==> config.mk <==
export PLATFORM = sky130hd
export DESIGN_NAME = flash_sequencer_flat
export DESIGN_NICKNAME = d
export VERILOG_FILES = /design/src/flash_seq_pkg.sv /design/src/flash_core_if.sv /design/src/flash_busy_timer.sv /design/src/flash_sequencer.sv /design/src/flat_wrapper.sv
export SDC_FILE = /design/constraint.sdc
export NUM_CORES = 1
export LEC_CHECK = 0
export ABC_AREA = 0
export BUFFER_PORTS_ARGS = -buffer_cell sky130_fd_sc_hd__buf_4
export CAP_MARGIN = 20
export CORE_MARGIN = 2
export CORE_UTILIZATION = 56
export CTS_CLUSTER_SIZE = 12
export DETAILED_ROUTE_END_ITERATION = 10
export GPL_TIMING_DRIVEN = 1
export PLACE_DENSITY = 0.76
export SLEW_MARGIN = 15
export SYNTH_ARGS = -nofsm -noshare
export SYNTH_HDL_FRONTEND = slang
export SYNTH_HIERARCHICAL = 1
export SYNTH_SLANG_ARGS = --single-unit
==> constraint.sdc <==
create_clock -name pclk -period 3.9 [get_ports pclk]
set_input_delay 0.78 -clock pclk [delete_from_list [all_inputs] [get_ports pclk]]
set_output_delay 0.78 -clock pclk [all_outputs]
set_load 0.02 [all_outputs]
==> src/flash_seq_pkg.sv <==
package flash_seq_pkg;
   // special register selects on the core-side register port
   localparam logic [3:0] SEL_FLASH_COMMAND = 4'h0;
   localparam logic [3:0] SEL_FLASH_STATUS = 4'h1;
   localparam logic [3:0] SEL_PROTECT_UNLOCK = 4'h2;
   localparam logic [3:0] SEL_MODE_CONTROL = 4'h3;
   localparam logic [3:0] SEL_ADDR_HIGH = 4'h4;
   localparam logic [3:0] SEL_ADDR_LOW = 4'h5;
   localparam logic [3:0] SEL_ADDR_HIGH_CMP = 4'h6;
   localparam logic [3:0] SEL_ADDR_LOW_CMP = 4'h7;
   localparam logic [3:0] SEL_WATCHDOG = 4'h8;
   // unlock and command codes
   localparam logic [7:0] UNLOCK_KEY = 8'hA5;
   localparam logic [7:0] MODE_NORMAL = 8'h00;
   localparam logic [7:0] MODE_SELF_PROG = 8'h01;
   localparam logic [7:0] CMD_NONE = 8'h00;
   localparam logic [7:0] CMD_BLOCK_ERASE = 8'h03;
   localparam logic [7:0] CMD_BLANK_CHECK = 8'h04;
   localparam logic [7:0] WATCHDOG_RESTART = 8'hAC;
   localparam logic [7:0] LOW_CMP_ERASE = 8'h00;
   localparam logic [7:0] LOW_CMP_BLANK = 8'hFF;
   // flash status bits
   localparam int STATUS_UNLOCK_BIT = 0;
   localparam int STATUS_EXEC_BIT = 1;
   localparam int STATUS_PROTECT_BIT = 2;
   localparam int RETRY_BUDGET = 48;
   // controller APB map (byte addresses)
   localparam logic [7:0] APB_CTRL = 8'h00;
   localparam logic [7:0] APB_STATUS = 8'h04;
   localparam logic [7:0] APB_BLOCK = 8'h08;
   localparam logic [7:0] APB_RESULT = 8'h0C;
   localparam int CTRL_START_BIT = 0;
   localparam int CTRL_WDT_BIT = 1;
   localparam logic [1:0] OP_ENTER = 2'h0;
   localparam logic [1:0] OP_LEAVE = 2'h1;
   localparam logic [1:0] OP_ERASE = 2'h2;
   localparam logic [1:0] OP_BLANK = 2'h3;
   // device timing in cycles
   localparam int ERASE_CYCLES = 64;
   localparam int BLANK_CYCLES = 32;
   typedef enum logic [1:0] {
      UNLOCK_IDLE = 2'b00,
      UNLOCK_KEYED = 2'b01,
      UNLOCK_VALUE = 2'b10,
      UNLOCK_INVERSE = 2'b11
   } unlock_state_type;
endpackage

==> src/flash_core_if.sv <==
`timescale 1ns/1ps
interface flash_core_if;
   logic wr_en;
   logic [3:0] sel;
   logic [7:0] wdata;
   logic [7:0] status;
   logic self_prog;
   logic halt_req;
   logic halt_ack;
   modport device(input wr_en, input sel, input wdata, input halt_req,
      output status, output self_prog, output halt_ack);
   modport core(output wr_en, output sel, output wdata, output halt_req,
      input status, input self_prog, input halt_ack);
endinterface

==> src/flash_busy_timer.sv <==
`timescale 1ns/1ps
module flash_busy_timer #(
   parameter int WIDTH = 8
) (
   input wire logic pclk,
   input wire logic presetn,
   input wire logic load,
   input wire logic [WIDTH-1:0] count,
   output logic done
);
   logic [WIDTH-1:0] cnt_reg;
   logic run_reg;

   always_ff @(posedge pclk or negedge presetn) begin
      if (!presetn) begin
         cnt_reg <= '0;
         run_reg <= 1'b0;
      end else if (load) begin
         cnt_reg <= count;
         run_reg <= 1'b1;
      end else if (run_reg && cnt_reg != '0) begin
         cnt_reg <= cnt_reg - 1'b1;
      end else begin
         run_reg <= 1'b0;
      end
   end

   always_ff @(posedge pclk or negedge presetn) begin
      if (!presetn) begin
         done <= 1'b0;
      end else begin
         done <= run_reg && cnt_reg == '0 && !load;
      end
   end
endmodule

==> src/flash_sequencer.sv <==
`timescale 1ns/1ps
// Operation
// - software clears command before leaving mode
// - four ordered writes return to normal
// - only the third mode write applies
// - bit 0 flags failed unlock; retry
// - command 03H is block erase
// - erase: block in high, low zero
// - command 04H is blank check
// - blank check: low compare is FFH
// - clear status before starting command
// - write ACH to watchdog before start; the controller writes it only when CTRL_WDT_BIT is set
// - halt starts command; resume when done
// - bit 1 execution error, bit 2 protect
// - erase retried up to budget
// - protected erase sets protect bit
// - zero status means normal termination
// - code runs from untouched flash area
// - restore clock and masks after return; no clock or mask logic is modelled here
// - entry uses same pattern with 01H
module flash_sequencer #(
   parameter int BLOCKS = 32,
   parameter logic [7:0] PROTECT_BELOW = 8'h00,
   parameter logic [BLOCKS-1:0] NOT_BLANK = '0,
   parameter logic [BLOCKS-1:0] ERASE_FAIL = '0
) (
   input wire logic pclk,
   input wire logic presetn,
   flash_core_if.device core,
   output logic watchdog_restart,
   output logic erase_strobe,
   output logic [7:0] erase_block
);
   flash_seq_pkg::unlock_state_type unlock_reg;
   logic [7:0] mode_value_reg;
   logic self_prog_reg;
   logic [7:0] command_reg;
   logic [7:0] status_reg;
   logic [7:0] addr_high_reg;
   logic [7:0] addr_low_reg;
   logic [7:0] addr_high_cmp_reg;
   logic [7:0] addr_low_cmp_reg;
   logic busy_reg;
   logic halt_ack_reg;
   logic timer_done;
   logic timer_load;
   logic [7:0] timer_count;
   logic [2:0] result_bits;
   logic wr_mode;
   logic wr_status;

   assign wr_mode = core.wr_en && core.sel == flash_seq_pkg::SEL_MODE_CONTROL;
   assign wr_status = core.wr_en && core.sel == flash_seq_pkg::SEL_FLASH_STATUS;
   // a halt with a known command in self mode starts work; others just ack
   assign timer_load = core.halt_req && !busy_reg && !halt_ack_reg;
   assign timer_count = (self_prog_reg && command_reg == flash_seq_pkg::CMD_BLOCK_ERASE) ?
      8'(flash_seq_pkg::ERASE_CYCLES) :
      (self_prog_reg && command_reg == flash_seq_pkg::CMD_BLANK_CHECK) ?
      8'(flash_seq_pkg::BLANK_CYCLES) : 8'h01;

   flash_busy_timer #(.WIDTH(8)) flash_busy_timer_inst (
      .pclk(pclk),
      .presetn(presetn),
      .load(timer_load),
      .count(timer_count),
      .done(timer_done)
   );

   // unlock sequence tracker
   always_ff @(posedge pclk or negedge presetn) begin
      if (!presetn) begin
         unlock_reg <= flash_seq_pkg::UNLOCK_IDLE;
         mode_value_reg <= 8'h00;
      end else if (core.wr_en) begin
         case (unlock_reg)
            flash_seq_pkg::UNLOCK_IDLE: begin
               if (core.sel == flash_seq_pkg::SEL_PROTECT_UNLOCK &&
                   core.wdata == flash_seq_pkg::UNLOCK_KEY) begin
                  unlock_reg <= flash_seq_pkg::UNLOCK_KEYED;
               end
            end
            flash_seq_pkg::UNLOCK_KEYED: begin
               mode_value_reg <= core.wdata;
               // first mode write is ignored, only remembered
               unlock_reg <= wr_mode ? flash_seq_pkg::UNLOCK_VALUE :
                  flash_seq_pkg::UNLOCK_IDLE;
            end
            flash_seq_pkg::UNLOCK_VALUE: begin
               unlock_reg <= (wr_mode && core.wdata == ~mode_value_reg) ?
                  flash_seq_pkg::UNLOCK_INVERSE : flash_seq_pkg::UNLOCK_IDLE;
            end
            flash_seq_pkg::UNLOCK_INVERSE: begin
               unlock_reg <= flash_seq_pkg::UNLOCK_IDLE;
            end
            default: begin
               unlock_reg <= flash_seq_pkg::UNLOCK_IDLE;
            end
         endcase
      end
   end

   // mode applies only on a clean third write of a legal value
   always_ff @(posedge pclk or negedge presetn) begin
      if (!presetn) begin
         self_prog_reg <= 1'b0;
      end else if (core.wr_en && unlock_reg == flash_seq_pkg::UNLOCK_INVERSE && wr_mode &&
                   core.wdata == mode_value_reg) begin
         if (core.wdata == flash_seq_pkg::MODE_SELF_PROG) begin
            self_prog_reg <= 1'b1;
         end else if (core.wdata == flash_seq_pkg::MODE_NORMAL) begin
            self_prog_reg <= 1'b0;
         end
      end
   end

   // plain registers
   always_ff @(posedge pclk or negedge presetn) begin
      if (!presetn) begin
         command_reg <= 8'h00;
         addr_high_reg <= 8'h00;
         addr_low_reg <= 8'h00;
         addr_high_cmp_reg <= 8'h00;
         addr_low_cmp_reg <= 8'h00;
         watchdog_restart <= 1'b0;
      end else begin
         watchdog_restart <= core.wr_en && core.sel == flash_seq_pkg::SEL_WATCHDOG &&
            core.wdata == flash_seq_pkg::WATCHDOG_RESTART;
         if (core.wr_en) begin
            case (core.sel)
               flash_seq_pkg::SEL_FLASH_COMMAND: command_reg <= core.wdata;
               flash_seq_pkg::SEL_ADDR_HIGH: addr_high_reg <= core.wdata;
               flash_seq_pkg::SEL_ADDR_LOW: addr_low_reg <= core.wdata;
               flash_seq_pkg::SEL_ADDR_HIGH_CMP: addr_high_cmp_reg <= core.wdata;
               flash_seq_pkg::SEL_ADDR_LOW_CMP: addr_low_cmp_reg <= core.wdata;
               default: begin
               end
            endcase
         end
      end
   end

   // command outcome, evaluated when the timer finishes
   always_comb begin
      result_bits = 3'b000;
      if (self_prog_reg && command_reg == flash_seq_pkg::CMD_BLOCK_ERASE) begin
         if (addr_high_reg < PROTECT_BELOW) begin
            result_bits[flash_seq_pkg::STATUS_PROTECT_BIT] = 1'b1;
         end else if (addr_high_reg != addr_high_cmp_reg ||
                      addr_low_reg != flash_seq_pkg::LOW_CMP_ERASE ||
                      addr_low_cmp_reg != flash_seq_pkg::LOW_CMP_ERASE ||
                      addr_high_reg >= 8'(BLOCKS) || ERASE_FAIL[addr_high_reg[4:0]]) begin
            result_bits[flash_seq_pkg::STATUS_EXEC_BIT] = 1'b1;
         end
      end else if (self_prog_reg && command_reg == flash_seq_pkg::CMD_BLANK_CHECK) begin
         if (addr_high_reg != addr_high_cmp_reg ||
             addr_low_reg != flash_seq_pkg::LOW_CMP_ERASE ||
             addr_low_cmp_reg != flash_seq_pkg::LOW_CMP_BLANK ||
             addr_high_reg >= 8'(BLOCKS) || NOT_BLANK[addr_high_reg[4:0]]) begin
            result_bits[flash_seq_pkg::STATUS_EXEC_BIT] = 1'b1;
         end
      end
   end

   // status: hardware sets win over a software write in the same cycle
   always_ff @(posedge pclk or negedge presetn) begin
      if (!presetn) begin
         status_reg <= 8'h00;
      end else begin
         status_reg <= (wr_status ? core.wdata : status_reg) |
            {5'b00000, (timer_done ? result_bits : 3'b000)};
         if (core.wr_en && unlock_reg != flash_seq_pkg::UNLOCK_IDLE) begin
            if ((unlock_reg == flash_seq_pkg::UNLOCK_KEYED && !wr_mode) ||
                (unlock_reg == flash_seq_pkg::UNLOCK_VALUE &&
                 !(wr_mode && core.wdata == ~mode_value_reg)) ||
                (unlock_reg == flash_seq_pkg::UNLOCK_INVERSE &&
                 !(wr_mode && core.wdata == mode_value_reg &&
                   (core.wdata == flash_seq_pkg::MODE_SELF_PROG ||
                    core.wdata == flash_seq_pkg::MODE_NORMAL)))) begin
               status_reg[flash_seq_pkg::STATUS_UNLOCK_BIT] <= 1'b1;
            end
         end
      end
   end

   // halt handshake and erase side effect
   always_ff @(posedge pclk or negedge presetn) begin
      if (!presetn) begin
         busy_reg <= 1'b0;
         halt_ack_reg <= 1'b0;
         erase_strobe <= 1'b0;
         erase_block <= 8'h00;
      end else begin
         erase_strobe <= 1'b0;
         if (timer_load) begin
            busy_reg <= 1'b1;
         end else if (timer_done) begin
            busy_reg <= 1'b0;
            halt_ack_reg <= 1'b1;
            // commands outside self mode do nothing
            if (self_prog_reg && command_reg == flash_seq_pkg::CMD_BLOCK_ERASE &&
                result_bits == 3'b000) begin
               erase_strobe <= 1'b1;
               erase_block <= addr_high_reg;
            end
         end else if (!core.halt_req) begin
            halt_ack_reg <= 1'b0;
         end
      end
   end

   assign core.status = status_reg;
   assign core.self_prog = self_prog_reg;
   assign core.halt_ack = halt_ack_reg;
endmodule

==> src/flat_wrapper.sv <==
// flat-port wrapper written by rule: the top's interface ports become plain ports
module flash_sequencer_flat 
#(
   parameter int BLOCKS = 32,
   parameter logic [7:0] PROTECT_BELOW = 8'h00,
   parameter logic [BLOCKS-1:0] NOT_BLANK = '0,
   parameter logic [BLOCKS-1:0] ERASE_FAIL = '0
)
  (pclk, presetn, watchdog_restart, erase_strobe, erase_block, core_wr_en, core_sel, core_wdata, core_halt_req, core_status, core_self_prog, core_halt_ack);
  flash_core_if core_i ();
  input wire logic pclk;
  input wire logic presetn;
  output logic watchdog_restart;
  output logic erase_strobe;
  output logic [7:0] erase_block;
  input wire logic [$bits(core_i.wr_en)-1:0] core_wr_en;
  input wire logic [$bits(core_i.sel)-1:0] core_sel;
  input wire logic [$bits(core_i.wdata)-1:0] core_wdata;
  input wire logic [$bits(core_i.halt_req)-1:0] core_halt_req;
  output wire logic [$bits(core_i.status)-1:0] core_status;
  output wire logic [$bits(core_i.self_prog)-1:0] core_self_prog;
  output wire logic [$bits(core_i.halt_ack)-1:0] core_halt_ack;
  assign core_i.wr_en = core_wr_en;
  assign core_i.sel = core_sel;
  assign core_i.wdata = core_wdata;
  assign core_i.halt_req = core_halt_req;
  assign core_status = core_i.status;
  assign core_self_prog = core_i.self_prog;
  assign core_halt_ack = core_i.halt_ack;
  flash_sequencer #(.BLOCKS(BLOCKS), .PROTECT_BELOW(PROTECT_BELOW), .NOT_BLANK(NOT_BLANK), .ERASE_FAIL(ERASE_FAIL)) u_core (.pclk(pclk), .presetn(presetn), .core(core_i), .watchdog_restart(watchdog_restart), .erase_strobe(erase_strobe), .erase_block(erase_block));
endmodule
# Word level (Yosys, flattened, before mapping)
# Memories as Yosys holds them, arrays and structs flattened.
# Index checks and enable logic that the tools add are counted.
# Widths: inputs -> output; s select.
# classes
eq_ne,23
n_lt_le_gt_ge,3
mul,0
muxes,31
reduce_logical,61
shift,0
add_sub_neg,1
n_bitwise,3
div_mod_pow,0
# ops
cell,count
$mux 8,4
$reduce_bool 8->1,3
$logic_and 1x1->1,23
$mux 1,21
$reduce_and 2->1,9
$eq 4x3->1 const B,4
$eq 8x8->1,2
$eq 8x8->1 const B,2
$logic_not 8->1,2
$logic_or 1x1->1,10
$eq 4x2->1 const B,2
$eq 8x1->1 const B,1
$eq 8x2->1 const B,1
$eq 8x3->1 const B,1
$ge 8x6->1 const B,1
$lt 8x1->1 const B,1
$ne 8x8->1,1
$ne 8x8->1 const B,1
$not 8->8,1
$or 8x3->8,1
$pmux 2 s4,1
$reduce_bool 2->1,4
$sub 8x1->8 const B,1
$logic_not 1->1,6
other kinds (15),19
# word_totals
in_bits,16
out_inout_bits,20
register_bits,81
wordCells,140
ramBits,0
latch_bits,0
romBits,32
memories,1
# memory_table
memory,words,word_bits,read_ports,rd_ports_with_merged_regs,write_ports,line_no,source
(name not given),32,1,1,0,0,flash_sequencer.sv:151,addr_high_reg >= 8'(BLOCKS) || ERASE_FAIL[addr_high_reg[4:0]]) begin

# Logic depth before layout (Yosys ltp)
# Gate-level depths: netlist (run 1).
# depth
word_depth,13
depth_mapped,6
ltp_nobuf,6

# Modules after synthesis
# The synthesis (run 1) kept the hierarchy.
# modules_own_cells
module,instances,area_each_um2,seq_area_each_um2,cells_each
flash_sequencer,1,3214.3,1776.7,246
flash_busy_timer,1,629.4,250.2,66

# Least setup slack after synthesis (run 1)
# No wires, ideal clock.
# synth_path
path_kind,input to register
from,input port core_wdata[6]
to,register u_core.unlock_reg[1]
setup_ns,0.081
setup_slack_ns,1.776
n_path_buf,1
arrival_time_ns,2.043
required_time_ns,3.819
path_stages,5
path_cell_list,buf_2 -> xnor2_1 -> or4_1 -> o41ai_1 -> o2bb2ai_1
# synth_between
elab_chain_cells,4
elab_cells_between_ends,8
classes_between,3 x eq/ne; 2 x mux; 3 x reduce/logical
# synth_lines
item,line_no,source
start: declaration,flat_wrapper.sv:18,input wire logic [$bits(core_i.wdata)-1:0] core_wdata;
"$eq 8x8->1, on equally long branches","flash_sequencer.sv:89, flash_sequencer.sv:78",
"$logic_and 1x1->1, on equally long branches","flash_sequencer.sv:89, flash_sequencer.sv:77",
$mux 2 or $ne 2x1->1 (tied branches),-,
$pmux 2 s4 or $reduce_and 2->1 (tied branches),-,
end signal: assignment,flash_sequencer.sv:79,unlock_reg <= flash_seq_pkg::UNLOCK_KEYED;
end signal: assignment,flash_sequencer.sv:89,unlock_reg <= (wr_mode && core.wdata == ~mode_value_reg) ?
end signal: assignment,flash_sequencer.sv:93,unlock_reg <= flash_seq_pkg::UNLOCK_IDLE;
end: declaration,flash_sequencer.sv:34,flash_seq_pkg::unlock_state_type unlock_reg;
# Parallel ways exist; a longest one is shown, timed or not.
# A chain may end at the register's enable or synchronous reset.

# Worst setup path in the final report (run 1)
# layout_path
from,register u_core.addr_low_cmp_reg[4]
to,register u_core.erase_block[4]
# layout_between
elab_chain_cells,10
elab_cells_between_ends,16
classes_between,1 x eq/ne; 5 x mux; 10 x reduce/logical
# layout_lines
item,line_no,source
start: declaration,flash_sequencer.sv:42,logic [7:0] addr_low_cmp_reg;
start signal: assignment,flash_sequencer.sv:134,flash_seq_pkg::SEL_ADDR_LOW_CMP: addr_low_cmp_reg <= core.wdata;
$ne 8x8->1 or $reduce_bool 8->1 (tied branches),"flash_sequencer.sv:157, flash_sequencer.sv:150",
"$logic_or 1x1->1, on equally long branches","flash_sequencer.sv:156, flash_sequencer.sv:149",
"$logic_or 1x1->1, on equally long branches","flash_sequencer.sv:157, flash_sequencer.sv:150",
"$logic_or 1x1->1, on equally long branches","flash_sequencer.sv:158, flash_sequencer.sv:151",
"$mux 1, on equally long branches","flash_sequencer.sv:155, flash_sequencer.sv:148",
"$mux 1, on equally long branches","flash_sequencer.sv:154, flash_sequencer.sv:146",
$mux 1 *,flash_sequencer.sv:145,if (self_prog_reg && command_reg == flash_seq_pkg::CMD_BLOCK_ERASE) begin
$logic_not 3->1 *,flash_sequencer.sv:201,result_bits == 3'b000) begin
$logic_and 1x1->1 *,flash_sequencer.sv:200,if (self_prog_reg && command_reg == flash_seq_pkg::CMD_BLOCK_ERASE &&
$reduce_and 3->1 (no source line) *,-,
end signal: assignment,flash_sequencer.sv:203,erase_block <= addr_high_reg;
end: declaration,flash_sequencer.sv:32,output logic [7:0] erase_block
# Every way passes the cells marked *; elsewhere a longest branch is shown, timed or not.

==> results by group, run 1 <==
Power
  • P_leak: between 1.5 and 2 nW
  • Pwr/cell area: 526 mW/mm²
  • Pwr Total: 0.00229 W
  • Worst VDD drop: approximately 0.23 mV

Floorplanning
  • Starting Density: 0.572
  • Die height: 86.8 µm
  • Die ar.: 0.00754 mm²
  • Die Wd: 86.8 µm
  • Core Rows: 30
  • Placeable core area: 0.00672 mm²
  • IO Pins: 36

Run
  • Max Cap Viol: 0

Min path
  • Worst hold path type: primary input to asynchronous set/reset pin

Routing
  • DRT iter0 DRCs: 125
  • TritonRoute pass-1 iters: 4
  • DRC: 0
  • Routed vias: around 2,600
  • Vias/cell: roughly 6
  • Uppermost layer routed: met4
  • Final WL: between 7 and 8 mm
  • ANT nets after route: 0
  • Met3 WL: 324 µm
  • Met1 WL: 3.51 mm
  • Post-DR wirelength/cell: approximately 17 µm
  • Met2 WL post-DR: 3.61 mm

GRT
  • Initial antenna violation count: 0
  • GR Overflow Total: 0
  • Largest net degree at the start of global routing: 82
  • GRT Util Overall: 0.218
  • Vias in the first global route: 2,612
  • First-pass GRT wire length: about 13 mm

Clocking
  • H-tree depth: 3
  • Clock latency on the worst-skew pair: 0.34 ns
  • CTS root buffer: clkbuf_8
  • Post-CTS resize count: 0
  • Num CTS Buffers: 9
  • Clock Pin Slew Worst Setup and Hold Paths: 0.08 ns
  • CTS tree: yes
  • Clock Tree Buf Depth: 2
  • CTS sink cnt: 81
  • Cts hold-fix bufs: 0
  • Post-CTS Setup Bufs: 0

Synth
  • Post-synthesis cell area: 0.00384 mm²
  • Syn. warnings: 6
  • Leading area contributor after synthesis: dfrtp_1
  • Top FF cell, synth: dfrtp_1
  • #FFs+latches synth: slightly above 80
  • Top post-synthesis cells by area: dfrtp_1, mux2_2, xnor2_1, nand4_1, nor3b_1
  • Distinct cells, synth: between 50 and 60
  • Post-synth ARST share: 1.00
  • Synth top area share: 0.527
  • Post-synth EDFFs: 0
  • Seq/Total Area, Yosys: 0.527
  • Cell count after synthesis: 312
  • Mapped Avg Cell Area: 12.3 µm²

Worst setup path
  • CP Max Fanout: 8
  • Crit path DAT: 2.46 ns
  • Setup crit start kind: register
  • CP required: 4.13 ns
  • Endpoint class of the critical path: register
  • Worst Setup Path Type: register to register

STA
  • Max Slew Vio Count: 0
  • Crit path time final: 2.23 ns
  • Worst-case clock skew: a little under 0.01 ns
  • Max Clk Rate: 448 MHz
  • Final setup vio count: 0
  • Measured slew at the worst slew-check pin: 0.686 ns
  • Slew headroom: 0.542
  • Setup TNS: 0 ns
  • RSZ-0062 raised after global routing: false
  • Crit share post-route: 0.572
  • Final hold vios: 0

Finish
  • Area delta synth->final: 13.4%
  • Area of the multi-input gates: 0.00174 mm²
  • Antenna cells: 0
  • Share of layout cells above drive strength 1: 0.358
  • Sequential standard cell area: 0.00203 mm²
  • FILL cells: 535
  • Nets: 368

Placement
  • Number of port buffers: 35
  • Post-DP HPWL: 5.14 mm
  • GP Congestion: 0.863

Run status
  • Status: finished clean
-- layout make-up --
| type | count | area share |
|---|---|---|
| timing repair buffer | 36 | 0.0666 |
| inverter | 7 | 0.00603 |
| tap | 80 | 0.0230 |
| sequential | 81 | 0.465 |
| multi-input combinational | 215 | 0.399 |
| clock inverter | 4 | 0.00660 |
| clock buffer | 12 | 0.0333 |
-- per-stage QoR --
step / util / cell area (µm²) / hold slack (ns) / cells / setup slack [ns]
floorplan: - / 3860 / 0.453 / 316 / 1.78
global placement: 0.619 / 4160 / 0.487 / 418 / 1.46
detailed placement: 0.619 / 4160 / 0.494 / 418 / 1.40
CTS: 0.645 / 4330 / 0.514 / 434 / 1.69
global route: 0.649 / 4360 / 0.300 / 435 / 1.58
finish: 0.649 / 4360 / 0.301 / 435 / 1.67
-- power breakdown --
part           internal (W)  switching (W)
clock network      0.000249       0.000297
logic              0.000299       0.000284
registers           0.00102       0.000147
-- worst max-delay path, stage by stage (launching register included) --
cell and delay, ns:
dfrtp_1 0.40, nor4_1 0.59, nand4_1 0.23, nor4_4 0.50, mux2_2 0.40
-- worst paths after layout --
check | slack, ns | depth (start not counted) | startpoint | to
setup reg to reg | 1.67 | 4 | u_core/addr_low_cmp_reg[4]$_DFFE_PN0P_ | u_core/erase_block[4]$_DFFE_PN0P_
max in group asynchronous | 3.03 | 2 | presetn | u_core/addr_low_reg[7]$_DFFE_PN0P_
hold / removal | 0.30 | 1 | presetn | u_core/flash_busy_timer_inst/cnt_reg[0]$_DFFE_PN0P_
hold reg to reg | 0.51 | 1 | u_core/erase_block[5]$_DFFE_PN0P_ | u_core/erase_block[5]$_DFFE_PN0P_
min in group pclk | 0.51 | 1 | u_core/erase_block[5]$_DFFE_PN0P_ | u_core/erase_block[5]$_DFFE_PN0P_
setup / recovery | 1.67 | 4 | u_core/addr_low_cmp_reg[4]$_DFFE_PN0P_ | u_core/erase_block[4]$_DFFE_PN0P_
-- cell usage after synthesis (3+ instances only) --
cell / count
mux2_2: 60
a21oi_1: 4
and2b_2: 4
nor2_1: 13
a211o_1: 3
clkbuf_1: 5
nor2b_1: 4
dfrtp_1: 81
or4_1: 4
buf_2: 7
nand2_1: 14
nor3b_1: 8
xnor2_1: 14
nor3_1: 9
o21ai_0: 4
nand4_1: 12
or3b_2: 3
nand3b_1: 3
inv_1: 7
o211ai_1: 4
nor4_1: 8
nand3_1: 4
-- layout by cell type, fill, tap and decap left out, types with 5 or more instances in the layout --
cell,n
dfrtp_1,81
nor3_1,9
buf_4,35
nor3b_1,8
inv_1,7
mux2_2,60
xnor2_1,14
conb_1,5
nand2_1,14
nor4_1,8
nand4_1,12
nor2_1,13
clkbuf_8,10
-- cells by family after synthesis --
logic type	share of synthesized area
and+or+nand+nor	0.168
other	0.000976
muxes	0.181
xor gates and xnor gates	0.0319
DFF	0.527
AOI/OAI and AO/OA	0.0602
adders and majority gates	0.00651
buffers and inverters	0.0238
-- layer usage --
| layer | vias to the layer above | GRT usage |
|---|---|---|
| li1 | 1225 | - |
| met1 | 1308 | 0.305 |
| met2 | 72 | 0.333 |
| met3 | 8 | 0.0381 |
| met4 | 0 | 0.0980 |
| met5 | - | 0 |
Power figures use the tool's default switching activity.
==> inputs of run 2 (changes only) <==
Clock period 3.9 ns to 2.3 ns, I/O delays scaled along.
==> results by group, run 2 (synthesis results as in run 1) <==
Power
  • P_leak: 2.01 nW (+2.9%)
  • Pwr/cell area: 926 mW/mm² (+76%)
  • Worst VDD drop: 0.458 mV (+100%)

Floorplanning
  • Placeable core area: 0.00672 mm² (unchanged)
  • Die ar.: 0.00754 mm² (unchanged)
  • IO Pins: 36 (unchanged)
  • Die Wd: 86.8 µm (unchanged)
  • Core Rows: 30 (unchanged)
  • Starting Density: 0.572 (unchanged)
  • Die height: 86.8 µm (unchanged)

Clocking
  • Num CTS Buffers: 9 (unchanged)
  • Clock Tree Buf Depth: 2 (unchanged)
  • Clock latency on the worst-skew pair: 0.34 ns (about the same)
  • CTS root buffer: clkbuf_8
  • Post-CTS Setup Bufs: 0 (unchanged)
  • Cts hold-fix bufs: 0 (unchanged)
  • H-tree depth: 3 (unchanged)
  • CTS sink cnt: 81 (unchanged)
  • Post-CTS resize count: 0 (unchanged)
  • Clock Pin Slew Worst Setup and Hold Paths: 0.09 ns (about the same)
  • CTS tree: yes

GRT
  • GRT Util Overall: 0.222 (+0.00402)
  • Initial antenna violation count: 0 (unchanged)
  • GR Overflow Total: 0 (unchanged)
  • Vias in the first global route: 2,598 (-0.54%)
  • Largest net degree at the start of global routing: 58 (-29%)
  • First-pass GRT wire length: 12.7 mm (+0.88%)

Finish
  • FILL cells: 518 (-3.2%)
  • Area of the multi-input gates: 0.00174 mm² (unchanged)
  • Share of layout cells above drive strength 1: 0.373 (+0.0152)
  • Final Instance Area: 0.00445 mm² (+2.0%)
  • Antenna cells: 0 (unchanged)
  • Area delta synth->final: 15.7%
  • Fin util: 0.662 (+0.0132)
  • Most frequent cells in the layout: dfrtp_1, mux2_2, buf_4
  • Nets: 375 (+1.9%)
  • Most common cell after layout, fill and taps aside: dfrtp_1
  • Sequential standard cell area: 0.00203 mm² (unchanged)

Worst setup path
  • R2R Setup Slk: 0.25 ns (-1.42 ns)
  • Setup crit start kind: register
  • Worst-path cell chain: nor4_1 -> nand4_1 -> nor4_4 -> mux2_2
  • Endpoint class of the critical path: register
  • Crit path DAT: 2.28 ns (-0.18 ns)
  • CP Max Fanout: 8 (unchanged)
  • Slowest stage cell, crit path: nor4_4
  • Worst path max stage delay: 0.49 ns (-0.10 ns)
  • CP required: 2.53 ns (-1.60 ns)
  • Worst Setup Path Type: register to register

Routing
  • Final WL: 7.78 mm (+3.7%)
  • ANT nets after route: 0 (unchanged)
  • TritonRoute pass-1 iters: 5 (+1)
  • DRT iter0 DRCs: 107 (-14%)
  • Vias/cell: 5.89 (-1.9%)
  • DRC: 0 (unchanged)
  • Post-DR wirelength/cell: 17.6 µm (+2.0%)
  • Routed vias: 2,605 (-0.31%)

STA
  • Worst-case clock skew: 0.00708 ns (-0.00260 ns)
  • Final hold vios: 0 (unchanged)
  • Setup TNS: 0 ns (unchanged)
  • Hold_ws: 0.0142 ns (-0.286 ns)
  • Measured slew at the worst slew-check pin: 0.499 ns (-0.187 ns)
  • Final setup vio count: 0 (unchanged)
  • RSZ-0062 raised after global routing: false
  • Slew headroom: 0.665 (+0.123)
  • Max Slew Vio Count: 0 (unchanged)
  • Max Clk Rate: 489 MHz (+9.0%)
  • Crit path time final: 2.05 ns (-0.184 ns)
  • Crit share post-route: 0.890 (+0.318)

Placement
  • GP Congestion: 0.865 (+0.21%)
  • Number of port buffers: 35 (unchanged)
  • Post-DP HPWL: 5.44 mm (+5.9%)
  • Area after DPL: 0.00423 mm² (+1.7%)

Run
  • Max Cap Viol: 0 (unchanged)

Run status
  • Status: finished clean

Min path
  • Worst hold path type: primary input to asynchronous set/reset pin
## run 2: cell types whose count changed in the layout (fill, tap and decap cells not counted), sizes merged
cell      delta
clkbuf       -2
bufinv       +2
inv          +1
clkinvlp     -1
buf          +7
## run 2: metrics by stage
stage               cells  setup slack (ns)  total power [W]
finish                442             0.254          0.00412
global route          442            0.0292          0.00437
CTS                   442             0.234          0.00415
detailed placement    426             0.240          0.00302
global placement      426             0.268          0.00297
floorplan             316             0.390          0.00270
## run 2: cell type report
class                      count  area share
sequential                    81       0.456
clock buffer                  10      0.0287
clock inverter                 6      0.0203
tap                           80      0.0225
multi-input combinational    215       0.391
timing repair buffer          43      0.0754
inverter                       7     0.00591
## run 2: final timing paths
path	start	endpoint	depth (start not counted)
max	u_core/addr_low_cmp_reg[0]$_DFFE_PN0P_	u_core/erase_block[4]$_DFFE_PN0P_	4
max in group asynchronous	presetn	u_core/addr_high_reg[6]$_DFFE_PN0P_	2
min reg2reg	u_core/erase_block[5]$_DFFE_PN0P_	u_core/erase_block[5]$_DFFE_PN0P_	1
max reg2reg	u_core/addr_low_cmp_reg[0]$_DFFE_PN0P_	u_core/erase_block[4]$_DFFE_PN0P_	4
min in group pclk	core_halt_req	u_core/core.halt_ack$_DFFE_PN0P_	2
min	presetn	u_core/erase_block[7]$_DFFE_PN0P_	1
## run 2: power by group
group	switching [W]	internal, W	total (W)
Clock	0.000512	0.000616	0.00113
Sequential	0.000256	0.00172	0.00198
Combinational	0.000477	0.000533	0.00101
Total	0.00124	0.00287	0.00412
## run 2: worst max-delay path, delay by kind of cell, from the launching register on
family	cells	cell delay, ns
muxes	1	0.39
and+or+nand+nor	3	1.14
DFF	1	0.40
## run 2: metal layers
metal  global-route usage  wire, µm
met1                0.288      3480
met5                    0         0
met3               0.0552       344
met2                0.368      3890
met4               0.0653        73
==> inputs of run 3 (changes only) <==
Settings changed: CORE_ASPECT_RATIO from default to 1.4.
==> results by group, run 3 (synthesis results as in run 1) <==
Finish
  • Share of layout cells above drive strength 1: 0.374 (+0.00103)
  • Fin util: 0.674 (+0.0125)
  • Most frequent cells in the layout: dfrtp_1, mux2_2, buf_4
  • Most common cell after layout, fill and taps aside: dfrtp_1
  • Nets: 375 (unchanged)
  • Antenna cells: 0 (unchanged)
  • Cell Count, Final, Fillers Out: 453 (+2.5%)
  • Area delta synth->final: 16.0%

Power
  • Sw Ratio: 0.303 (+0.000712)
  • Combinational Power Share: 0.251 (+0.006)
  • Part of the power in the clock network: 0.269 (-0.005)
  • Sequential Power Share: 0.481 (about the same)
  • P_leak: 2.01 nW (-0.22%)
  • Switching power: 0.00125 W (about the same)
  • Pwr Total: 0.00411 W (-0.15%)
  • P_int: 0.00286 W (-0.26%)
  • Worst VDD drop: 0.576 mV (+26%)
  • Pwr/cell area: 922 mW/mm² (-0.43%)

Run status
  • Status: finished clean

Clocking
  • Clock Pin Slew Worst Setup and Hold Paths: 0.08 ns (about the same)
  • Post-CTS Setup Bufs: 0 (unchanged)
  • CTS root buffer: clkbuf_8
  • Cts hold-fix bufs: 0 (unchanged)
  • CTS tree: yes
  • Post-CTS resize count: 0 (unchanged)
  • CTS sink cnt: 81 (unchanged)
  • Clock latency on the worst-skew pair: 0.35 ns (about the same)
  • Clock Tree Buf Depth: 2 (unchanged)
  • H-tree depth: 3 (unchanged)
  • Num CTS Buffers: 9 (unchanged)

Floorplanning
  • Die ar.: 0.00755 mm² (+0.13%)
  • Die height: 102 µm (+17%)
  • Placeable core area: 0.00661 mm² (-1.6%)
  • Die Wd: 74.0 µm (-15%)
  • IO Pins: 36 (unchanged)
  • Starting Density: 0.581 (+0.00920)
  • Core Rows: 35 (+17%)

Routing
  • Vias/cell: 5.75 (-2.4%)
  • Routed vias: 2,605 (unchanged)
  • DRC: 0 (unchanged)
  • DRT iter0 DRCs: 142 (+33%)
  • Final WL: 7.92 mm (+1.7%)
  • ANT nets after route: 0 (unchanged)
  • TritonRoute pass-1 iters: 4 (-1)
  • Post-DR wirelength/cell: 17.5 µm (-0.77%)

STA
  • Crit path time final: 2.20 ns (+0.152 ns)
  • Max Slew Vio Count: 0 (unchanged)
  • Max Clk Rate: 455 MHz (-6.9%)
  • Worst-case clock skew: 0.00775 ns (+0.000671 ns)
  • Slew headroom: 0.629 (-0.0356)
  • RSZ-0062 raised after global routing: false
  • Final setup vio count: 0 (unchanged)
  • Crit share post-route: 0.956 (+0.0662)
  • Setup TNS: 0 ns (unchanged)
  • Measured slew at the worst slew-check pin: 0.551 ns (+0.0520 ns)
  • Final Worst Setup Slack: 0.102 ns (-0.152 ns)
  • Final hold vios: 0 (unchanged)

GRT
  • Met3 Use GR: 0.0365 (-0.0187)
  • Vias in the first global route: 2,616 (+0.69%)
  • GR Util met2: 0.388 (+0.0196)
  • First-pass GRT wire length: 12.9 mm (+1.8%)
  • Layer with the highest usage: met2
  • GR Overflow Total: 0 (unchanged)
  • Grt met1 use: 0.296 (+0.00831)
  • Largest net degree at the start of global routing: 41 (-29%)
  • GRT Util Overall: 0.229 (+0.00759)
  • Initial antenna violation count: 0 (unchanged)

Placement
  • GP Congestion: 0.851 (-1.6%)
  • Placed Cells: 438 (+2.8%)
  • Setup Slack @ Placement: 0.174 ns (-0.0666 ns)
  • Number of port buffers: 35 (unchanged)
  • Post-DP HPWL: 5.54 mm (+1.9%)

Worst setup path
  • Worst Setup Path Type: register to register
  • Setup crit start kind: register
  • Worst path max stage delay: 0.53 ns (+0.04 ns)
  • CP required: 2.54 ns (about the same)
  • CP Max Fanout: 8 (unchanged)
  • Worst-path cell chain: nor4_1 -> nand4_1 -> nor4_4 -> mux2_2
  • Endpoint class of the critical path: register
  • Crit path DAT: 2.44 ns (+0.16 ns)
  • Slowest stage cell, crit path: nor4_1

Run
  • Max Cap Viol: 0 (unchanged)

Min path
  • Worst hold path type: primary input to asynchronous set/reset pin
-- run 3: final timing paths --
| kind | from | endpoint | slack, ns | cells past startpoint |
|---|---|---|---|---|
| hold reg to reg | u_core/erase_block[6]$_DFFE_PN0P_ | u_core/erase_block[6]$_DFFE_PN0P_ | 0.50 | 1 |
| setup reg to reg | u_core/addr_low_cmp_reg[0]$_DFFE_PN0P_ | u_core/erase_block[3]$_DFFE_PN0P_ | 0.10 | 4 |
| max in group asynchronous | presetn | u_core/command_reg[5]$_DFFE_PN0P_ | 1.63 | 2 |
| hold / removal | presetn | u_core/flash_busy_timer_inst/cnt_reg[7]$_DFFE_PN0P_ | 0.08 | 1 |
| min in group pclk | core_halt_req | u_core/core.halt_ack$_DFFE_PN0P_ | 0.35 | 2 |
| setup / recovery | u_core/addr_low_cmp_reg[0]$_DFFE_PN0P_ | u_core/erase_block[3]$_DFFE_PN0P_ | 0.10 | 4 |
-- run 3: critical path: cells and delay by family, from the launching register on --
kind | cells | cell delay [ns]
flip-flops | 1 | 0.40
AND/OR/NAND/NOR | 3 | 1.29
multiplexers | 1 | 0.40
-- run 3: metrics by stage --
stage          hold slack (ns)  cell area (µm²)
2_1_floorplan            0.164             3860
3_3_place_gp             0.469             4240
3_5_place_dp             0.469             4240
4_1_cts                 0.0876             4450
5_1_grt                  0.110             4460
6_report                0.0816             4460
-- run 3: power groups by stage --
stage / Clock, W / Combinational, W / Sequential (W)
detailed placement: 0 / 0.00103 / 0.00200
global placement: 0 / 0.000990 / 0.00198
floorplan: 0 / 0.000744 / 0.00195
global route: 0.00120 / 0.00113 / 0.00203
CTS: 0.00113 / 0.00103 / 0.00197
finish: 0.00110 / 0.00103 / 0.00198
-- run 3: layout make-up --
| type | count | area (µm²) |
|---|---|---|
| Clock inverter | 5 | 81.3 |
| Multi-Input combinational cell | 215 | 1750 |
| Clock buffer | 10 | 128 |
| Fill cell | 511 | 2150 |
| Tap cell | 92 | 115 |
| Inverter | 7 | 26.3 |
| Timing Repair Buffer | 43 | 335 |
| Sequential cell | 81 | 2030 |
-- run 3: routing by layer --
metal  wire length (µm)  share of wire
met5                  0              0
met4                131          0.017
met3                236          0.030
met2               4040           0.51
met1               3510           0.44
